==> src/hdl/eth_ctrl_pkg.sv <==
// Constants and types for the Ethernet MAC control block.
// Assumes a single 10 MHz clock and synchronous active-low reset.
//
// Notes on behaviour
// - Three writable control groups: transmit, receive, timestamp.
// - Transmit group holds full duplex, auto FCS and short-frame pad.
// - Receive group holds bad-FCS reject, multicast accept, promiscuous.
// - Timestamp enable routes tx/rx event status to timer capture.
// - Bad-FCS frames not counted or marked last when rejection is on; their bytes still reach the FIFO.
// - Promiscuous mode accepts every frame.
// - Multicast frames accepted only when enabled or promiscuous.
// - Programmable station address filters frames and reads back.
// - Configuration bits read back as programmed.
// - Disable stops tx and rx and flushes receive FIFO.
// - PHY auto-negotiates from reset; software may override.
// - PHY register read and write access by register number.
// - Status shows tx space available and rx frame waiting.
// - Interrupt sources individually enabled, readable and clearable.
// - Operates at 10 and 100 Mbit/s twisted pair.
// - Enable turns on tx and rx and empties receive FIFO.
// - Only enabled sources drive the interrupt output.
// - Address filter applies only when not promiscuous.
`default_nettype none
package eth_ctrl_pkg;
    // -----------------------------------------------------------------
    // Configuration bit positions
    // -----------------------------------------------------------------
    localparam int CFG_W       = 7;
    localparam int CFG_TSEN    = 0;
    localparam int CFG_BADFCS  = 1;
    localparam int CFG_PROMISC = 2;
    localparam int CFG_MCAST   = 3;
    localparam int CFG_DUPLEX  = 4;
    localparam int CFG_AUTOFCS = 5;
    localparam int CFG_PAD     = 6;
    localparam logic [6:0] CFG_RESET = 7'h00;
    // -----------------------------------------------------------------
    // Interrupt source positions
    // -----------------------------------------------------------------
    localparam int IRQ_W    = 7;
    localparam int IRQ_PHY  = 0;
    localparam int IRQ_MDIO = 1;
    localparam int IRQ_RXER = 2;
    localparam int IRQ_RXOF = 3;
    localparam int IRQ_TX   = 4;
    localparam int IRQ_TXER = 5;
    localparam int IRQ_RX   = 6;
    // -----------------------------------------------------------------
    // Widths, counts and PHY access timing
    // -----------------------------------------------------------------
    localparam int ADDR_W       = 48;
    localparam int DATA_W       = 8;
    localparam int PHY_REG_W    = 5;
    localparam int PHY_DATA_W   = 16;
    localparam int PHY_ACC_NS   = 6400;
    localparam int CLK_NS       = 100;
    localparam int PHY_ACC_CYC  = (PHY_ACC_NS + CLK_NS - 1) / CLK_NS;
    localparam int PKT_W        = 4;
    localparam logic [3:0] PKT_MAX = 4'hF;
    localparam logic [47:0] ADDR_RESET = 48'h0;
    localparam logic [6:0]  PHY_ACC_CNT = 7'(PHY_ACC_CYC);

    typedef enum logic [1:0] {PHY_IDLE, PHY_BUSY} phy_state_t;
    typedef enum logic [1:0] {RX_HDR, RX_BODY, RX_DROP} rx_state_t;
endpackage
`default_nettype wire

==> src/hdl/eth_skid_buf.sv <==
// Two-entry buffer with valid/ready on both sides.
// Assumes one clock; flush empties it in one cycle.
`timescale 1ns/1ps
`default_nettype none
module eth_skid_buf (
    input  wire logic       clk,
    input  wire logic       rst_n,
    input  wire logic       flush,
    input  wire logic [8:0] in_data,
    input  wire logic       in_valid,
    output logic            in_ready,
    output logic [8:0]      out_data,
    output logic            out_valid,
    input  wire logic       out_ready
);
    logic [8:0] mem_r [2];
    logic       wr_ptr_r;
    logic       rd_ptr_r;
    logic [1:0] cnt_r;
    wire push = in_valid && in_ready;
    wire pop  = out_valid && out_ready;

    // -----------------------------------------------------------------
    // Status from occupancy count
    // -----------------------------------------------------------------
    assign in_ready  = (cnt_r != 2'h2);
    assign out_valid = (cnt_r != 2'h0);
    assign out_data  = mem_r[rd_ptr_r];

    // Storage and pointers
    always_ff @(posedge clk) begin
        if (!rst_n || flush) begin
            wr_ptr_r <= 1'b0;
            rd_ptr_r <= 1'b0;
            cnt_r    <= 2'h0;
        end else begin
            if (push) wr_ptr_r <= ~wr_ptr_r;
            if (pop)  rd_ptr_r <= ~rd_ptr_r;
            cnt_r <= cnt_r + {1'b0, push} - {1'b0, pop};
        end
    end

    always_ff @(posedge clk) begin
        if (push) mem_r[wr_ptr_r] <= in_data;
    end
endmodule // eth_skid_buf
`default_nettype wire

==> src/hdl/eth_mac_ctrl.sv <==
// Control and configuration logic of an Ethernet MAC with on-chip PHY.
// Assumes the frame path delivers bytes with start/end/fcs-error marks.
`timescale 1ns/1ps
`default_nettype none
module eth_mac_ctrl (
    input  wire logic        clk,
    input  wire logic        rst_n,
    // Configuration write and readback
    input  wire logic        cfg_wr,
    input  wire logic [6:0]  cfg_wdata,
    output logic [6:0]       cfg_rdata,
    input  wire logic        mac_enable,
    input  wire logic        addr_wr,
    input  wire logic [47:0] addr_wdata,
    output logic [47:0]      addr_rdata,
    output logic             tx_on,
    output logic             rx_on,
    output logic             full_duplex_enable,
    output logic             auto_fcs_enable,
    output logic             short_frame_pad_enable,
    output logic             speed_100,
    // Interrupt control
    input  wire logic [6:0]  irq_mask_wdata,
    input  wire logic        irq_mask_wr,
    input  wire logic [6:0]  irq_clear,
    input  wire logic [6:0]  irq_event,
    output logic [6:0]       irq_raw,
    output logic [6:0]       irq_masked,
    output logic             irq,
    output logic [1:0]       timer_capture_input,
    // PHY register access
    input  wire logic        phy_req,
    input  wire logic        phy_write,
    input  wire logic [4:0]  phy_reg,
    input  wire logic [15:0] phy_wdata,
    output logic [15:0]      phy_rdata,
    output logic             phy_busy,
    output logic             phy_mgmt_req,
    output logic             phy_mgmt_we,
    output logic [4:0]       phy_mgmt_reg,
    output logic [15:0]      phy_mgmt_wdata,
    input  wire logic [15:0] phy_mgmt_rdata,
    input  wire logic        phy_link_100,
    // Receive byte stream from the line side
    input  wire logic [7:0]  rx_byte,
    input  wire logic        rx_valid,
    input  wire logic        rx_sof,
    input  wire logic        rx_eof,
    input  wire logic        rx_fcs_bad,
    // Accepted bytes towards the receive FIFO
    output logic [7:0]       rxf_data,
    output logic             rxf_last,
    output logic             rxf_valid,
    input  wire logic        rxf_ready,
    output logic             rx_frame_avail,
    input  wire logic        rx_frame_taken,
    // Transmit FIFO status
    input  wire logic        tx_fifo_free,
    output logic             tx_space_avail
);
    // -----------------------------------------------------------------
    // Registers
    // -----------------------------------------------------------------
    logic [6:0]  cfg_r;
    logic [47:0] addr_r;
    logic        en_r;
    logic        flush_r;
    logic [6:0]  irq_raw_r;
    logic [6:0]  irq_en_r;
    logic        irq_r;
    logic [1:0]  tcap_r;
    logic        l100_s1_r;
    logic        l100_s2_r;
    logic        txf_s1_r;
    logic        txf_s2_r;
    logic        txsp_r;
    logic        spd_r;
    eth_ctrl_pkg::phy_state_t phy_st_r;
    logic [6:0]  phy_cnt_r;
    logic        phy_we_r;
    logic [4:0]  phy_reg_r;
    logic [15:0] phy_wd_r;
    logic [15:0] phy_rd_r;
    eth_ctrl_pkg::rx_state_t rx_st_r;
    logic [2:0]  rx_idx_r;
    logic        rx_mc_r;
    logic        rx_hit_r;
    logic [3:0]  pkt_cnt_r;
    logic        pkt_r;

    // Address byte picker, used for the filter compare
    function automatic logic [7:0] addr_byte(input logic [47:0] a,
                                             input logic [2:0] i);
        addr_byte = a[8'(47 - 8 * int'(i)) -: 8];
    endfunction

    // -----------------------------------------------------------------
    // Configuration, enable and address
    // -----------------------------------------------------------------
    wire promisc  = cfg_r[eth_ctrl_pkg::CFG_PROMISC];
    wire en_edge  = mac_enable != en_r;
    always_ff @(posedge clk) begin
        if (!rst_n) begin
            cfg_r   <= eth_ctrl_pkg::CFG_RESET;
            addr_r  <= eth_ctrl_pkg::ADDR_RESET;
            en_r    <= 1'b0;
            flush_r <= 1'b1;
        end else begin
            if (cfg_wr) cfg_r <= cfg_wdata;
            if (addr_wr) addr_r <= addr_wdata;
            en_r    <= mac_enable;
            flush_r <= en_edge;
        end
    end
    assign cfg_rdata  = cfg_r;
    assign addr_rdata = addr_r;
    assign tx_on      = en_r;
    assign rx_on      = en_r;
    assign full_duplex_enable     = cfg_r[eth_ctrl_pkg::CFG_DUPLEX];
    assign auto_fcs_enable        = cfg_r[eth_ctrl_pkg::CFG_AUTOFCS];
    assign short_frame_pad_enable = cfg_r[eth_ctrl_pkg::CFG_PAD];

    // -----------------------------------------------------------------
    // Line rate follows the PHY's negotiated link, synchronised
    // -----------------------------------------------------------------
    always_ff @(posedge clk) begin
        if (!rst_n) begin
            l100_s1_r <= 1'b0;
            l100_s2_r <= 1'b0;
            spd_r     <= 1'b0;
            txf_s1_r  <= 1'b0;
            txf_s2_r  <= 1'b0;
            txsp_r    <= 1'b0;
        end else begin
            l100_s1_r <= phy_link_100;
            l100_s2_r <= l100_s1_r;
            spd_r     <= l100_s2_r;
            txf_s1_r  <= tx_fifo_free;
            txf_s2_r  <= txf_s1_r;
            txsp_r    <= txf_s2_r && en_r;
        end
    end
    assign speed_100      = spd_r;
    assign tx_space_avail = txsp_r;

    // -----------------------------------------------------------------
    // Interrupt sources: set wins over clear, masked onto one output
    // -----------------------------------------------------------------
    wire [6:0] irq_nxt = (irq_raw_r & ~irq_clear) | irq_event;
    always_ff @(posedge clk) begin
        if (!rst_n) begin
            irq_raw_r <= 7'h00;
            irq_en_r  <= 7'h00;
            irq_r     <= 1'b0;
            tcap_r    <= 2'h0;
        end else begin
            irq_raw_r <= irq_nxt;
            if (irq_mask_wr) irq_en_r <= irq_mask_wdata;
            irq_r     <= |(irq_nxt & irq_en_r);
            tcap_r    <= cfg_r[eth_ctrl_pkg::CFG_TSEN] ?
                         {irq_nxt[eth_ctrl_pkg::IRQ_RX],
                          irq_nxt[eth_ctrl_pkg::IRQ_TX]} : 2'h0;
        end
    end
    assign irq_raw    = irq_raw_r;
    assign irq_masked = irq_raw_r & irq_en_r;
    assign irq        = irq_r;
    assign timer_capture_input = tcap_r;

    // -----------------------------------------------------------------
    // PHY register access: one request at a time, fixed access time
    // -----------------------------------------------------------------
    wire phy_start = phy_req && (phy_st_r == eth_ctrl_pkg::PHY_IDLE);
    always_ff @(posedge clk) begin
        if (!rst_n) begin
            phy_st_r  <= eth_ctrl_pkg::PHY_IDLE;
            phy_cnt_r <= 7'h00;
            phy_we_r  <= 1'b0;
            phy_reg_r <= 5'h00;
            phy_wd_r  <= 16'h0000;
            phy_rd_r  <= 16'h0000;
        end else begin
            unique case (phy_st_r)
                eth_ctrl_pkg::PHY_IDLE: begin
                    if (phy_start) begin
                        phy_st_r  <= eth_ctrl_pkg::PHY_BUSY;
                        phy_cnt_r <= eth_ctrl_pkg::PHY_ACC_CNT;
                        phy_we_r  <= phy_write;
                        phy_reg_r <= phy_reg;
                        phy_wd_r  <= phy_wdata;
                    end
                end
                eth_ctrl_pkg::PHY_BUSY: begin
                    phy_cnt_r <= phy_cnt_r - 7'h01;
                    if (phy_cnt_r == 7'h01) begin
                        phy_st_r <= eth_ctrl_pkg::PHY_IDLE;
                        if (!phy_we_r) phy_rd_r <= phy_mgmt_rdata;
                    end
                end
                default: phy_st_r <= eth_ctrl_pkg::PHY_IDLE;
            endcase
        end
    end
    assign phy_busy       = (phy_st_r == eth_ctrl_pkg::PHY_BUSY);
    assign phy_mgmt_req   = phy_busy;
    assign phy_mgmt_we    = phy_we_r;
    assign phy_mgmt_reg   = phy_reg_r;
    assign phy_mgmt_wdata = phy_wd_r;
    assign phy_rdata      = phy_rd_r;

    // -----------------------------------------------------------------
    // Receive filter: destination check over first six bytes
    // -----------------------------------------------------------------
    logic       buf_ready;
    wire        rx_in    = rx_valid && en_r;
    wire [2:0]  idx      = rx_sof ? 3'h0 : rx_idx_r;
    // Past the address the index parks at six so the verdict is taken once
    wire        hdr_past = !rx_sof && (rx_idx_r == 3'h6);
    wire        byte_hit = (rx_byte == addr_byte(addr_r,
                                                 hdr_past ? 3'h5 : idx));
    wire        hit_nxt  = (rx_sof ? 1'b1 : rx_hit_r) && byte_hit;
    wire        mc_nxt   = rx_sof ? rx_byte[0] : rx_mc_r;
    wire        accept   = promisc ||
                           (!promisc && hit_nxt) ||
                           (mc_nxt && cfg_r[eth_ctrl_pkg::CFG_MCAST]);
    wire        hdr_done = (idx == 3'h5);
    wire        drop_fcs = rx_eof && rx_fcs_bad &&
                           cfg_r[eth_ctrl_pkg::CFG_BADFCS];
    wire        in_body  = rx_sof || (rx_st_r != eth_ctrl_pkg::RX_DROP);
    wire        fwd      = rx_in && in_body && buf_ready;
    wire        frame_in = fwd && rx_eof && !drop_fcs;

    always_ff @(posedge clk) begin
        if (!rst_n || flush_r) begin
            rx_st_r  <= eth_ctrl_pkg::RX_HDR;
            rx_idx_r <= 3'h0;
            rx_hit_r <= 1'b0;
            rx_mc_r  <= 1'b0;
        end else if (rx_in) begin
            rx_idx_r <= hdr_past ? 3'h6 : idx + 3'h1;
            rx_hit_r <= hdr_past ? rx_hit_r : hit_nxt;
            rx_mc_r  <= mc_nxt;
            if (rx_eof)
                rx_st_r <= eth_ctrl_pkg::RX_HDR;
            else if (hdr_done && !accept)
                rx_st_r <= eth_ctrl_pkg::RX_DROP;
            else if (!buf_ready && in_body)
                rx_st_r <= eth_ctrl_pkg::RX_DROP;
            else if (rx_sof)
                rx_st_r <= eth_ctrl_pkg::RX_BODY;
        end
    end

    // Two-entry buffer on the path towards the receive FIFO
    eth_skid_buf u_buf (
        .clk       (clk),
        .rst_n     (rst_n),
        .flush     (flush_r),
        .in_data   ({rx_eof && !drop_fcs, rx_byte}),
        .in_valid  (fwd),
        .in_ready  (buf_ready),
        .out_data  ({rxf_last, rxf_data}),
        .out_valid (rxf_valid),
        .out_ready (rxf_ready)
    );

    // -----------------------------------------------------------------
    // Count of whole frames waiting in the receive FIFO
    // -----------------------------------------------------------------
    wire take = rx_frame_taken && (pkt_cnt_r != 4'h0);
    wire add  = frame_in && (pkt_cnt_r != eth_ctrl_pkg::PKT_MAX);
    always_ff @(posedge clk) begin
        if (!rst_n || flush_r) begin
            pkt_cnt_r <= 4'h0;
            pkt_r     <= 1'b0;
        end else begin
            pkt_cnt_r <= pkt_cnt_r + {3'h0, add} - {3'h0, take};
            pkt_r     <= (pkt_cnt_r + {3'h0, add} - {3'h0, take}) != 4'h0;
        end
    end
    assign rx_frame_avail = pkt_r;
endmodule // eth_mac_ctrl
`default_nettype wire

==> config.mk <==
export PLATFORM = sky130hd
export DESIGN_NAME = eth_mac_ctrl
export DESIGN_NICKNAME = d
export VERILOG_FILES = /design/src/hdl/eth_ctrl_pkg.sv /design/src/hdl/eth_skid_buf.sv /design/src/hdl/eth_mac_ctrl.sv
export SDC_FILE = /design/constraint.sdc
export NUM_CORES = 1
export LEC_CHECK = 0
export BUFFER_PORTS_ARGS = -buffer_cell sky130_fd_sc_hd__buf_2
export CORE_ASPECT_RATIO = 0.8
export CORE_MARGIN = 10
export CORE_UTILIZATION = 45
export DETAILED_ROUTE_END_ITERATION = 7
export MAX_ROUTING_LAYER = met4
export PLACE_DENSITY_LB_ADDON = 0.05
export SKIP_LAST_GASP = 1
export SYNTH_ARGS = -nofsm -noshare
export SYNTH_HDL_FRONTEND = slang
export SYNTH_SLANG_ARGS = --single-unit
==> constraint.sdc <==
create_clock -name clk -period 3.8 [get_ports clk]
set_input_delay 0.19 -clock clk [delete_from_list [all_inputs] [get_ports clk]]
set_output_delay 0.19 -clock clk [all_outputs]
set_load 0.05 [all_outputs]
==> summary.md, run 1 <==
| Metric | Value |
|---|---|
| CTS tree | `yes` |
| Crit share post-route | `0.861` |
| CP max stage delay | `530 ps` |
| Worst path cell trace | `nand2b_1, nand2_1, inv_1, ha_1, buf_4, mux4_2, a2bb2oi_1, or3b_2, o32ai_1, o2111ai_1, a31o_1` |
| R2r endpoint | `rx_st_r[1]` |
| Top FF cell, synth | `dfxtp_1` |
| Worst hold slack | `14.5 ps` |
| Util after Layout | `0.592` |
| R2R Path Start | `rx_idx_r[2]` |
| Clock root cell | `clkbuf_16` |
| Fin. max-slew vios | `0` |
| Critical-path top delay cell | `dfxtp_1` |
| Die H | `133 µm` |
| Largest net degree at the start of global routing | `126` |
| Core Box Area | `15700 µm²` |
| # IOs | `267` |
| WP buf/inv | `2` |
| Synth top area cells | `dfxtp_1 40%, mux2i_1 11%, nor2b_1 8.4%` |
| Synth cell types | `68` |
| Initial Util | `0.457` |
| Final WS setup | `530 ps` |
| Critical path class | `flip-flop to flip-flop` |
| Synth warn | `0` |
| Post-synth EDFFs | `18` |
| Die area | `21400 µm²` |
| Fin. Hold Viols | `0` |
| Outcome | `finished, final reports clean` |
| Syn nets | `866` |
| Worst-Margin Slew | `1000 ps` |
| Total gr overflow | `0` |
| Synthesized area | `7180 µm²` |
| Drt via density | `4.93` |
| Max-cap violations | `0` |
| Instance count on the critical path | `11` |
| Nets@finish | `1121` |
| Flops & latches, synth | `161` |
| Sequential cell area fraction in the yosys report | `0.474` |
| Vias in the first global route | `6159` |
| Setup bufs post-CTS | `0` |
| Min-Delay Path Class | `primary input to flip-flop` |
| Critical path peak fanout | `12` |
| CTS resizes | `0` |
| Setup crit start kind | `flip-flop` |
| Min Tclk post-route | `3270 ps` |
| Syn Inst Count | `715` |
| Reg2reg setup slack | `530 ps` |
| Leakage | `4.33 nW` |
| Total GRT Usage | `0.198` |
| Max-slew headroom | `0.331` |
| Kind of cell adding the most delay to the critical path | `compound AO/OA/AOI/OAI gates` |
| Clk buf depth | `2` |
| Tot Pwr | `4.20 mW` |
| CP endpoint kind | `flip-flop` |
| First-pass DRT Iterations | `5` |
| Achievable Freq | `306 MHz` |
| H-tree depth | `4` |
| Worst vdd ir | `0.292 mV` |
| Syn-to-layout area delta | `29.5%` |
| DRT iter0 DRCs | `241` |
| Worst Path Required | `4110 ps` |
| Worst Skew | `9.27 ps` |
| Vias | `5925` |
| Num CTS Buffers | `17` |
| Clock slew at reported path FFs | `60 ps` |
| Clock Latency Late Sink | `420 ps` |
| Buffers on Ports | `266` |
| Worst slack, placed | `529 ps` |
| Width of the die | `161 µm` |
| Post-route DRC | `0` |
| Setup violators final | `0` |
| Power Dens Cells | `452 nW/µm²` |
| Post-synth ARST share | `0` |
| RSZ-0062 raised after global routing | `false` |
| Share of post-route cells with drive strength above 1 | `0.337` |
| Hpwl dp | `16.5 mm` |
| Site Rows | `41` |
| Total wire length | `21.2 mm` |
| Setup TNS | `0 ps` |
| End of the critical path | `rx_st_r[1]` |
| Critical path startpoint | `rx_idx_r[2]` |
| Crit path arrival time | `3580 ps` |
| Max FFs per register | `48` |
| First-pass GRT wire length | `33.4 mm` |
| Synth area leader | `dfxtp_1` |
| Initial antenna violation count | `4` |
| WL/cell | `17.6 µm` |
| R2R depth | `11` |
| Gp weighted congestion | `0.910` |
| Post-synth top area share | `0.399` |
| Antenna Nets Post-Route | `0` |
| # clock sinks | `161` |
| Syn avg cell area | `10.0 µm²` |
==> through the flow <==
step	cells	instance area, µm²
floorplan	715	7180
global placement	1158	8620
detailed placement	1158	8620
CTS	1198	9290
global route	1202	9300
finish	1202	9300
==> routing by layer <==
metal | vias up | share of wire | global-route usage
li1 | 2976 | - | -
met2 | 202 | 0.45 | 0.303
met1 | 2734 | 0.46 | 0.246
met3 | 13 | 0.082 | 0.0654
met5 | - | 0 | -
met4 | 0 | 0.0076 | 0.0515
==> worst min-delay path by stage <==
stage | from | cells after the start | end
2_1_floorplan | rx_byte[0] | 0 | u_buf.mem_r[0][0]
3_3_place_gp | tx_fifo_free | 2 | txf_s1_r
3_5_place_dp | tx_fifo_free | 2 | txf_s1_r
4_1_cts | phy_wdata[2] | 3 | phy_mgmt_wdata[2]
5_1_grt | phy_link_100 | 2 | l100_s1_r
6_report | rx_byte[3] | 1 | u_buf.mem_r[0][3]
==> power breakdown <==
part | total [mW] | internal (mW) | switching [mW]
sequential | 1.86 | 1.80 | 0.0646
combinational | 0.664 | 0.227 | 0.436
clock | 1.67 | 0.950 | 0.724
==> synthesized netlist by cell type, types with 3 or more instances <==
library cell / count
a211oi_1: 3
a21boi_0: 25
a21o_1: 4
a21oi_1: 22
a221oi_1: 3
a22oi_1: 3
and2_1: 20
buf_4: 6
buf_6: 3
clkbuf_1: 35
dfxtp_1: 143
edfxtp_1: 18
ha_1: 13
inv_1: 20
mux2_2: 14
mux2i_1: 82
nand2_1: 57
nand2b_1: 7
nand3_1: 13
nand3b_1: 6
nor2_1: 21
nor2b_1: 96
nor3_1: 6
nor3b_1: 7
o21a_1: 6
o21ai_0: 18
o22ai_1: 3
or4_1: 3
xnor2_1: 10
xor2_1: 3
==> timing repair <==
action                                  in CTS  in global routing
endpoints found under the setup margin       0                  0
endpoints found under the hold margin       10                  0
hold buffers                                 8                  0
==> worst register-to-register path, stage by stage, from the launching register on <==
cell	delay, ps
dfxtp_1	530
nand2b_1	150
nand2_1	130
inv_1	130
ha_1	360
buf_4	200
mux4_2	360
a2bb2oi_1	130
or3b_2	460
o32ai_1	230
o2111ai_1	200
a31o_1	270
==> cell usage in the layout, fill, tap and decap left out, types with 4 or more instances in the layout <==
cell type / n
buf_2: 266
dfxtp_1: 143
nor2b_1: 96
mux2i_1: 82
nand2_1: 57
a21boi_0: 25
a21oi_1: 22
nor2_1: 21
and2_1: 20
inv_1: 20
o21ai_0: 18
edfxtp_1: 18
clkbuf_16: 17
mux2_2: 14
nand3_1: 13
ha_1: 13
xnor2_1: 10
buf_4: 9
dlygate4sd3_1: 8
nor3b_1: 7
nand2b_1: 7
nor3_1: 6
o21a_1: 6
nand3b_1: 6
diode_2: 4
a21o_1: 4
==> layout make-up <==
cell class	instances	area, µm²
timing repair buffer	283	1480
fill	1419	6400
antenna	4	10.0
inverter	21	78.8
tap	215	269
multi-input combinational	486	3470
clock buffer	19	453
clock inverter	13	129
sequential	161	3400
==> logic make-up after synthesis <==
logic type / Yosys count / synth area share
AOI/OAI and AO/OA: 111 / 0.107
xor gates and xnor gates: 13 / 0.0159
adders and majority gates: 14 / 0.0254
buffers and inverters: 68 / 0.0420
DFF: 161 / 0.474
muxes: 99 / 0.143
and+or+nand+nor: 249 / 0.193
No activity file was read; power rests on OpenSTA's default activity.
==> run 2: changes to the inputs <==
--- a/config.mk
+++ b/config.mk
@@ -10,7 +10,6 @@
 export CORE_MARGIN = 10
 export CORE_UTILIZATION = 45
 export DETAILED_ROUTE_END_ITERATION = 7
-export MAX_ROUTING_LAYER = met4
 export PLACE_DENSITY_LB_ADDON = 0.05
 export SKIP_LAST_GASP = 1
 export SYNTH_ARGS = -nofsm -noshare
==> summary.md, run 2 (synthesized netlist as in run 1, its figures left out) <==
| Metric | Value |
|---|---|
| CTS tree | `yes` |
| WL/cell | `17.7 µm (+0.28%)` |
| Worst Skew | `9.47 ps (+0.199 ps)` |
| Clock slew at reported path FFs | `60 ps (about the same)` |
| Dpl cells | `1157 (-0.086%)` |
| Most common cell after layout, fill and taps aside | `buf_2` |
| Clk buf depth | `2 (unchanged)` |
| Clock root cell | `clkbuf_16` |
| Gp weighted congestion | `0.916 (+0.62%)` |
| Hpwl dp | `16.7 mm (+1.2%)` |
| Max-slew headroom | `0.323 (-0.00759)` |
| DRT iter0 DRCs | `297 (+23%)` |
| Fin. max-slew vios | `0 (unchanged)` |
| Die area | `21400 µm² (unchanged)` |
| Initial antenna violation count | `3 (-1)` |
| Max-cap violations | `0 (unchanged)` |
| Initial Util | `0.457 (unchanged)` |
| Nets@finish | `1122 (+0.089%)` |
| CP endpoint kind | `flip-flop` |
| Worst-Margin Slew | `1020 ps (+11.4 ps)` |
| Worst path cell trace | `nand2b_1, nand2_1, inv_1, ha_2, or2_2, o22ai_1, or4_1, a2111o_1, o311ai_1, o2111ai_1, a31o_1` |
| Antenna Nets Post-Route | `0 (unchanged)` |
| Final Cell Area | `9320 µm² (+0.23%)` |
| Num CTS Buffers | `17 (unchanged)` |
| Total GRT Usage | `0.193 (-0.00459)` |
| Critical path class | `flip-flop to flip-flop` |
| Drt via density | `5.03 (+2.0%)` |
| Share of post-route cells with drive strength above 1 | `0.335 (-0.00136)` |
| Leakage | `4.35 nW (+0.35%)` |
| Min Tclk post-route | `3340 ps (+67.0 ps)` |
| # clock sinks | `161 (unchanged)` |
| Most frequent cells in the layout | `266 x buf_2, 143 x dfxtp_1, 96 x nor2b_1` |
| CP max stage delay | `540 ps (about the same)` |
| Outcome | `finished, final reports clean` |
| Crit path arrival time | `3650 ps (+70 ps)` |
| Worst Path Required | `4110 ps (about the same)` |
| RSZ-0062 raised after global routing | `false` |
| Post-route DRC | `0 (unchanged)` |
| Power Dens Cells | `456 nW/µm² (+0.98%)` |
| Total wire length | `21.2 mm (+0.11%)` |
| Vias | `6036 (+1.9%)` |
| Critical path peak fanout | `16 (+4)` |
| Total gr overflow | `0 (unchanged)` |
| # IOs | `267 (unchanged)` |
| Setup violators final | `0 (unchanged)` |
| Setup crit start kind | `flip-flop` |
| Worst vdd ir | `0.305 mV (+4.4%)` |
| Achievable Freq | `300 MHz (-2.0%)` |
| Vias in the first global route | `6148 (-0.18%)` |
| Min-Delay Path Class | `primary input to flip-flop` |
| Reg2reg setup slack | `460 ps (-70 ps)` |
| First-pass GRT wire length | `33.5 mm (+0.14%)` |
| Area after DPL | `8620 µm² (about the same)` |
| Max FFs per register | `48 (unchanged)` |
| Syn-to-layout area delta | `29.8%` |
| Width of the die | `161 µm (unchanged)` |
| Critical-path top delay cell | `dfxtp_1` |
| Largest net degree at the start of global routing | `126 (unchanged)` |
| First-pass DRT Iterations | `4 (-1)` |
| Core Box Area | `15700 µm² (unchanged)` |
| Site Rows | `41 (unchanged)` |
| Crit share post-route | `0.878 (+0.0176)` |
| Fin. Hold Viols | `0 (unchanged)` |
| Setup TNS | `0 ps (unchanged)` |
| Setup bufs post-CTS | `0 (unchanged)` |
| H-tree depth | `4 (unchanged)` |
| Clock Latency Late Sink | `420 ps (about the same)` |
| Die H | `133 µm (unchanged)` |
| Finished Layout Cells | `1200 (-0.17%)` |
| Buffers on Ports | `266 (unchanged)` |
run 2: cell count changes in the layout (fill, tap and decap cells not counted), sizes merged:
cell,previous run,this run
clkbuf,19,22
clkinv,6,3
diode,4,1
clkinvlp,3,1
dlygate4sd3,8,10
buf,275,274
bufinv,1,2
inv,24,25
run 2: layer usage:
metal | GRT usage | routed length (µm) | vias up
li1 | - | - | 2976
met1 | 0.234 | 9320 | 2835
met2 | 0.304 | 9680 | 203
met3 | 0.0874 | 1980 | 18
met4 | 0.0510 | 185 | 4
met5 | 0 | 25 | -
run 2: area by class of cell:
type / instances / area, µm²
clock buffers: 22 / 475
fillers: 1407 / 6380
diodes: 1 / 2.50
flip-flops and latches: 161 / 3400
clock inverters: 10 / 120
inverters: 21 / 78.8
well taps: 215 / 269
repair buffers: 284 / 1490
multi-input cells: 486 / 3480
run 2: path summary, 6_finish.rpt:
path,from,end,depth (start not counted)
max,rx_idx_r[2],rx_st_r[1],11
min,phy_wdata[15],phy_mgmt_wdata[15],3
min reg2reg,l100_s2_r,speed_100,1
max reg2reg,rx_idx_r[2],rx_st_r[1],11
run 2: per-stage QoR:
step / hold slack, ps / setup WS [ps] / utilization / power (mW)
after floorplan: 289 / 694 / - / 2.35
after global placement: 408 / 428 / 0.549 / 2.55
after detailed placement: 415 / 356 / 0.549 / 2.56
after CTS: 0.603 / 342 / 0.593 / 4.30
after global routing: 6.88 / 150 / 0.593 / 4.41
final: 18.5 / 463 / 0.593 / 4.25
run 2: timing repair:
action,CTS,global route
endpoints found under the setup margin,0,1
endpoints found under the hold margin,11,0
hold buffers,10,0
gates resized for setup,0,1
run 2: power breakdown:
part / switching (mW) / total [mW] / internal (mW)
Clock: 0.692 / 1.72 / 1.03
Sequential: 0.0660 / 1.86 / 1.80
Combinational: 0.436 / 0.665 / 0.228
run 2: worst max-delay path, delay by kind of cell, from the launching register on:
family                   cells  cell delay (ps)
AND/OR/NAND/NOR              4              940
buffers and inverters        1              130
AO/OA/AOI/OAI                5             1090
adder cells (fa/ha/maj)      1              530
flip-flops                   1              540
==> run 3: changes to the inputs <==
--- a/config.mk
+++ b/config.mk
@@ -5,6 +5,7 @@
 export SDC_FILE = /design/constraint.sdc
 export NUM_CORES = 1
 export LEC_CHECK = 0
+export ABC_AREA = 1
 export BUFFER_PORTS_ARGS = -buffer_cell sky130_fd_sc_hd__buf_2
 export CORE_ASPECT_RATIO = 0.8
 export CORE_MARGIN = 10
==> summary.md, run 3 <==
| Metric | Value |
|---|---|
| Outcome | `finished, final reports clean` |
| Gp weighted congestion | `0.831 (-9.2%)` |
| Total wire length | `22.0 mm (+3.6%)` |
| Critical path peak fanout | `22 (+6)` |
| Synthesized area | `7000 µm² (-2.5%)` |
| Most common cell after layout, fill and taps aside | `buf_2` |
| Synth top area cells | `dfxtp_1 41%, nor2_1 8.0%, edfxtp_1 7.7%` |
| Post-route DRC | `0 (unchanged)` |
| Achievable Freq | `355 MHz (+19%)` |
| Worst slack, placed | `966 ps (+610 ps)` |
| First-pass DRT Iterations | `5 (+1)` |
| Tot Pwr | `4.36 mW (+2.6%)` |
| Initial antenna violation count | `1 (-2)` |
| Final WS setup | `987 ps (+524 ps)` |
| Reg2reg setup slack | `990 ps (+520 ps)` |
| Width of the die | `159 µm (-1.1%)` |
| Max-cap violations | `0 (unchanged)` |
| Power Dens Cells | `461 nW/µm² (+1.1%)` |
| Post-synth top area share | `0.409 (+0.0104)` |
| Vias | `6815 (+13%)` |
| FILL cells | `1456 (+3.5%)` |
| Core Box Area | `15100 µm² (-3.7%)` |
| Syn avg cell area | `7.66 µm² (-24%)` |
| Most frequent cell after synthesis | `nor2_1` |
| Worst hold slack | `9.06 ps (-9.48 ps)` |
| Buffers on Ports | `266 (unchanged)` |
| Switching power of the nets | `1.29 mW (+8.1%)` |
| Syn Inst Count | `913 (+28%)` |
| Initial Util | `0.463 (+0.00555)` |
| H-tree depth | `4 (unchanged)` |
| Setup bufs post-CTS | `0 (unchanged)` |
| Worst vdd ir | `0.296 mV (-2.9%)` |
| Clock Latency Late Sink | `420 ps (about the same)` |
| Post-synth EDFFs | `18 (unchanged)` |
| WL/cell | `15.4 µm (-13%)` |
| Setup TNS | `0 ps (unchanged)` |
| Top FF cell, synth | `dfxtp_1` |
| Sequential cell area fraction in the yosys report | `0.486 (+0.0124)` |
| Die H | `132 µm (-1.1%)` |
| Leakage | `4.70 nW (+8.0%)` |
| Largest net degree at the start of global routing | `95 (-25%)` |
| Antenna Nets Post-Route | `0 (unchanged)` |
| Most common library cells after synthesis | `150 x nor2_1, 143 x dfxtp_1, 140 x nand2_1` |
| Min Tclk post-route | `2810 ps (-524 ps)` |
| Drt via density | `4.79 (-4.8%)` |
| Max-slew headroom | `0.294 (-0.0288)` |
| # clock sinks | `161 (unchanged)` |
| Worst Path Required | `4150 ps (+40 ps)` |
| First-pass GRT wire length | `35.0 mm (+4.5%)` |
| Share of post-route cells with drive strength above 1 | `0.268 (-0.0674)` |
| Kind of cell adding the most delay to the critical path | `simple AND/OR/NAND/NOR gates` |
| Total gr overflow | `0 (unchanged)` |
| Vias in the first global route | `6536 (+6.3%)` |
| Total GRT Usage | `0.203 (+0.00990)` |
| Critical path class | `flip-flop to flip-flop` |
| Nets@finish | `1351 (+20%)` |
| Flops & latches, synth | `161 (unchanged)` |
| Die area | `21000 µm² (-2.2%)` |
| Synth area leader | `dfxtp_1` |
| CP most frequent cell | `nand2_1` |
| Clock power frac | `0.393 (-0.012)` |
| DRT iter0 DRCs | `418 (+41%)` |
| Comb pwr share | `0.179 (+0.023)` |
| Crit share post-route | `0.740 (-0.138)` |
| Num CTS Buffers | `17 (unchanged)` |
| Synth cell types | `39 (-43%)` |
| RSZ-0062 raised after global routing | `false` |
| Clock root cell | `clkbuf_16` |
| Setup violators final | `0 (unchanged)` |
| Post-synth ARST share | `0 (unchanged)` |
| WP buf/inv | `3 (+2)` |
| Clk buf depth | `2 (unchanged)` |
| Seq pwr share | `0.428 (-0.010)` |
| Synth warn | `0 (unchanged)` |
| Switching share of power | `0.296 (+0.0150)` |
| ANT cells | `0 (-1)` |
| Fin. Hold Viols | `0 (unchanged)` |
| Syn nets | `1064 (+23%)` |
| Dpl cells | `1342 (+16%)` |
| Hpwl dp | `16.3 mm (-2.0%)` |
| CP max stage delay | `320 ps (-220 ps)` |
| Site Rows | `40 (-2.4%)` |
| Syn-to-layout area delta | `35.2%` |
| Fin. max-slew vios | `0 (unchanged)` |
| Crit path arrival time | `3170 ps (-480 ps)` |
| CTS tree | `yes` |
| Most frequent cells in the layout | `266 x buf_2, 150 x nor2_1, 143 x dfxtp_1` |
| Worst-Margin Slew | `1060 ps (+43.2 ps)` |
| Setup crit start kind | `flip-flop` |
| Worst Skew | `9.67 ps (+0.201 ps)` |
| Finished Layout Cells | `1423 (+19%)` |
| Min-Delay Path Class | `primary input to flip-flop` |
| CP endpoint kind | `flip-flop` |
| Max FFs per register | `48 (unchanged)` |
| P_int | `3.07 mW (+0.45%)` |
| Clock slew at reported path FFs | `60 ps (about the same)` |
| CTS resizes | `0 (unchanged)` |
| Worst path cell trace | `inv_1, nor2_4, inv_2, nor2_4, ha_1, inv_1, nand2_1, nand3_1, nand2_1, nand2_1, nand2_1, nand2_1, nand3_1, nand2_1, nor2_1, nand3_1, o21bai_2, nand2_1, o21ai_1, nand2_1, nor2_1` |
| Critical-path top delay cell | `dfxtp_1` |
| # IOs | `267 (unchanged)` |
## run 3: changes by cell type after synthesis, sizes merged, moves of 19 or more
cell    previous run  this run
and2              20         1
o21ai             19       114
a21oi             23        58
inv               20       119
nand2             57       143
nor2b             96         0
nor2              21       153
a21boi            25         1
mux2i             82         0
## run 3: path summary, 6_finish.rpt
| path | from | end | cells past startpoint |
|---|---|---|---|
| worst max-delay path | rx_idx_r[1] | rx_st_r[0] | 21 |
| worst min-delay path | rx_byte[5] | u_buf.mem_r[1][5] | 1 |
| worst max register to register | rx_idx_r[1] | rx_st_r[0] | 21 |
| worst min register to register | l100_s1_r | l100_s2_r | 2 |
## run 3: through the flow
stage           util  instance area, µm²
3_3_place_gp   0.554                8370
3_5_place_dp   0.554                8370
5_1_grt        0.626                9460
2_1_floorplan      -                7000
6_report       0.626                9460
4_1_cts        0.626                9460
## run 3: repair_timing
action,CTS,global route
hold buffers,49,0
endpoints found under the hold margin,55,0
endpoints found under the setup margin,0,0
## run 3: cell type report
cell class | instances | area, µm² | area share
Multi-Input combinational cell | 579 | 2880 | 0.305
Clock inverter | 11 | 126 | 0.0134
Sequential cell | 161 | 3400 | 0.360
Inverter | 122 | 458 | 0.0484
Clock buffer | 21 | 470 | 0.0497
Tap cell | 210 | 263 | 0.0278
Timing Repair Buffer | 319 | 1850 | 0.196
## run 3: power by group through the flow
| stage | combinational (mW) | sequential (mW) | clock [mW] |
|---|---|---|---|
| 3_5_place_dp | 0.738 | 1.90 | 0 |
| 5_1_grt | 0.849 | 1.88 | 1.83 |
| 4_1_cts | 0.783 | 1.87 | 1.75 |
| 2_1_floorplan | 0.269 | 2.14 | 0 |
| 3_3_place_gp | 0.736 | 1.90 | 0 |
| 6_report | 0.779 | 1.87 | 1.71 |
## run 3: cell families after synthesis
family,share of synthesized area
AND/OR/NAND/NOR,0.200
AO/OA/AOI/OAI,0.165
buffers and inverters,0.101
flip-flops,0.486
adder cells (fa/ha/maj),0.0261
multiplexers,0.0145
XOR/XNOR,0.00626
## run 3: routing by layer
metal | track usage | routed length (µm)
met5 | 0 | 0
met4 | 0.0534 | 255
met1 | 0.261 | 10200
met2 | 0.312 | 9790
met3 | 0.0774 | 1720
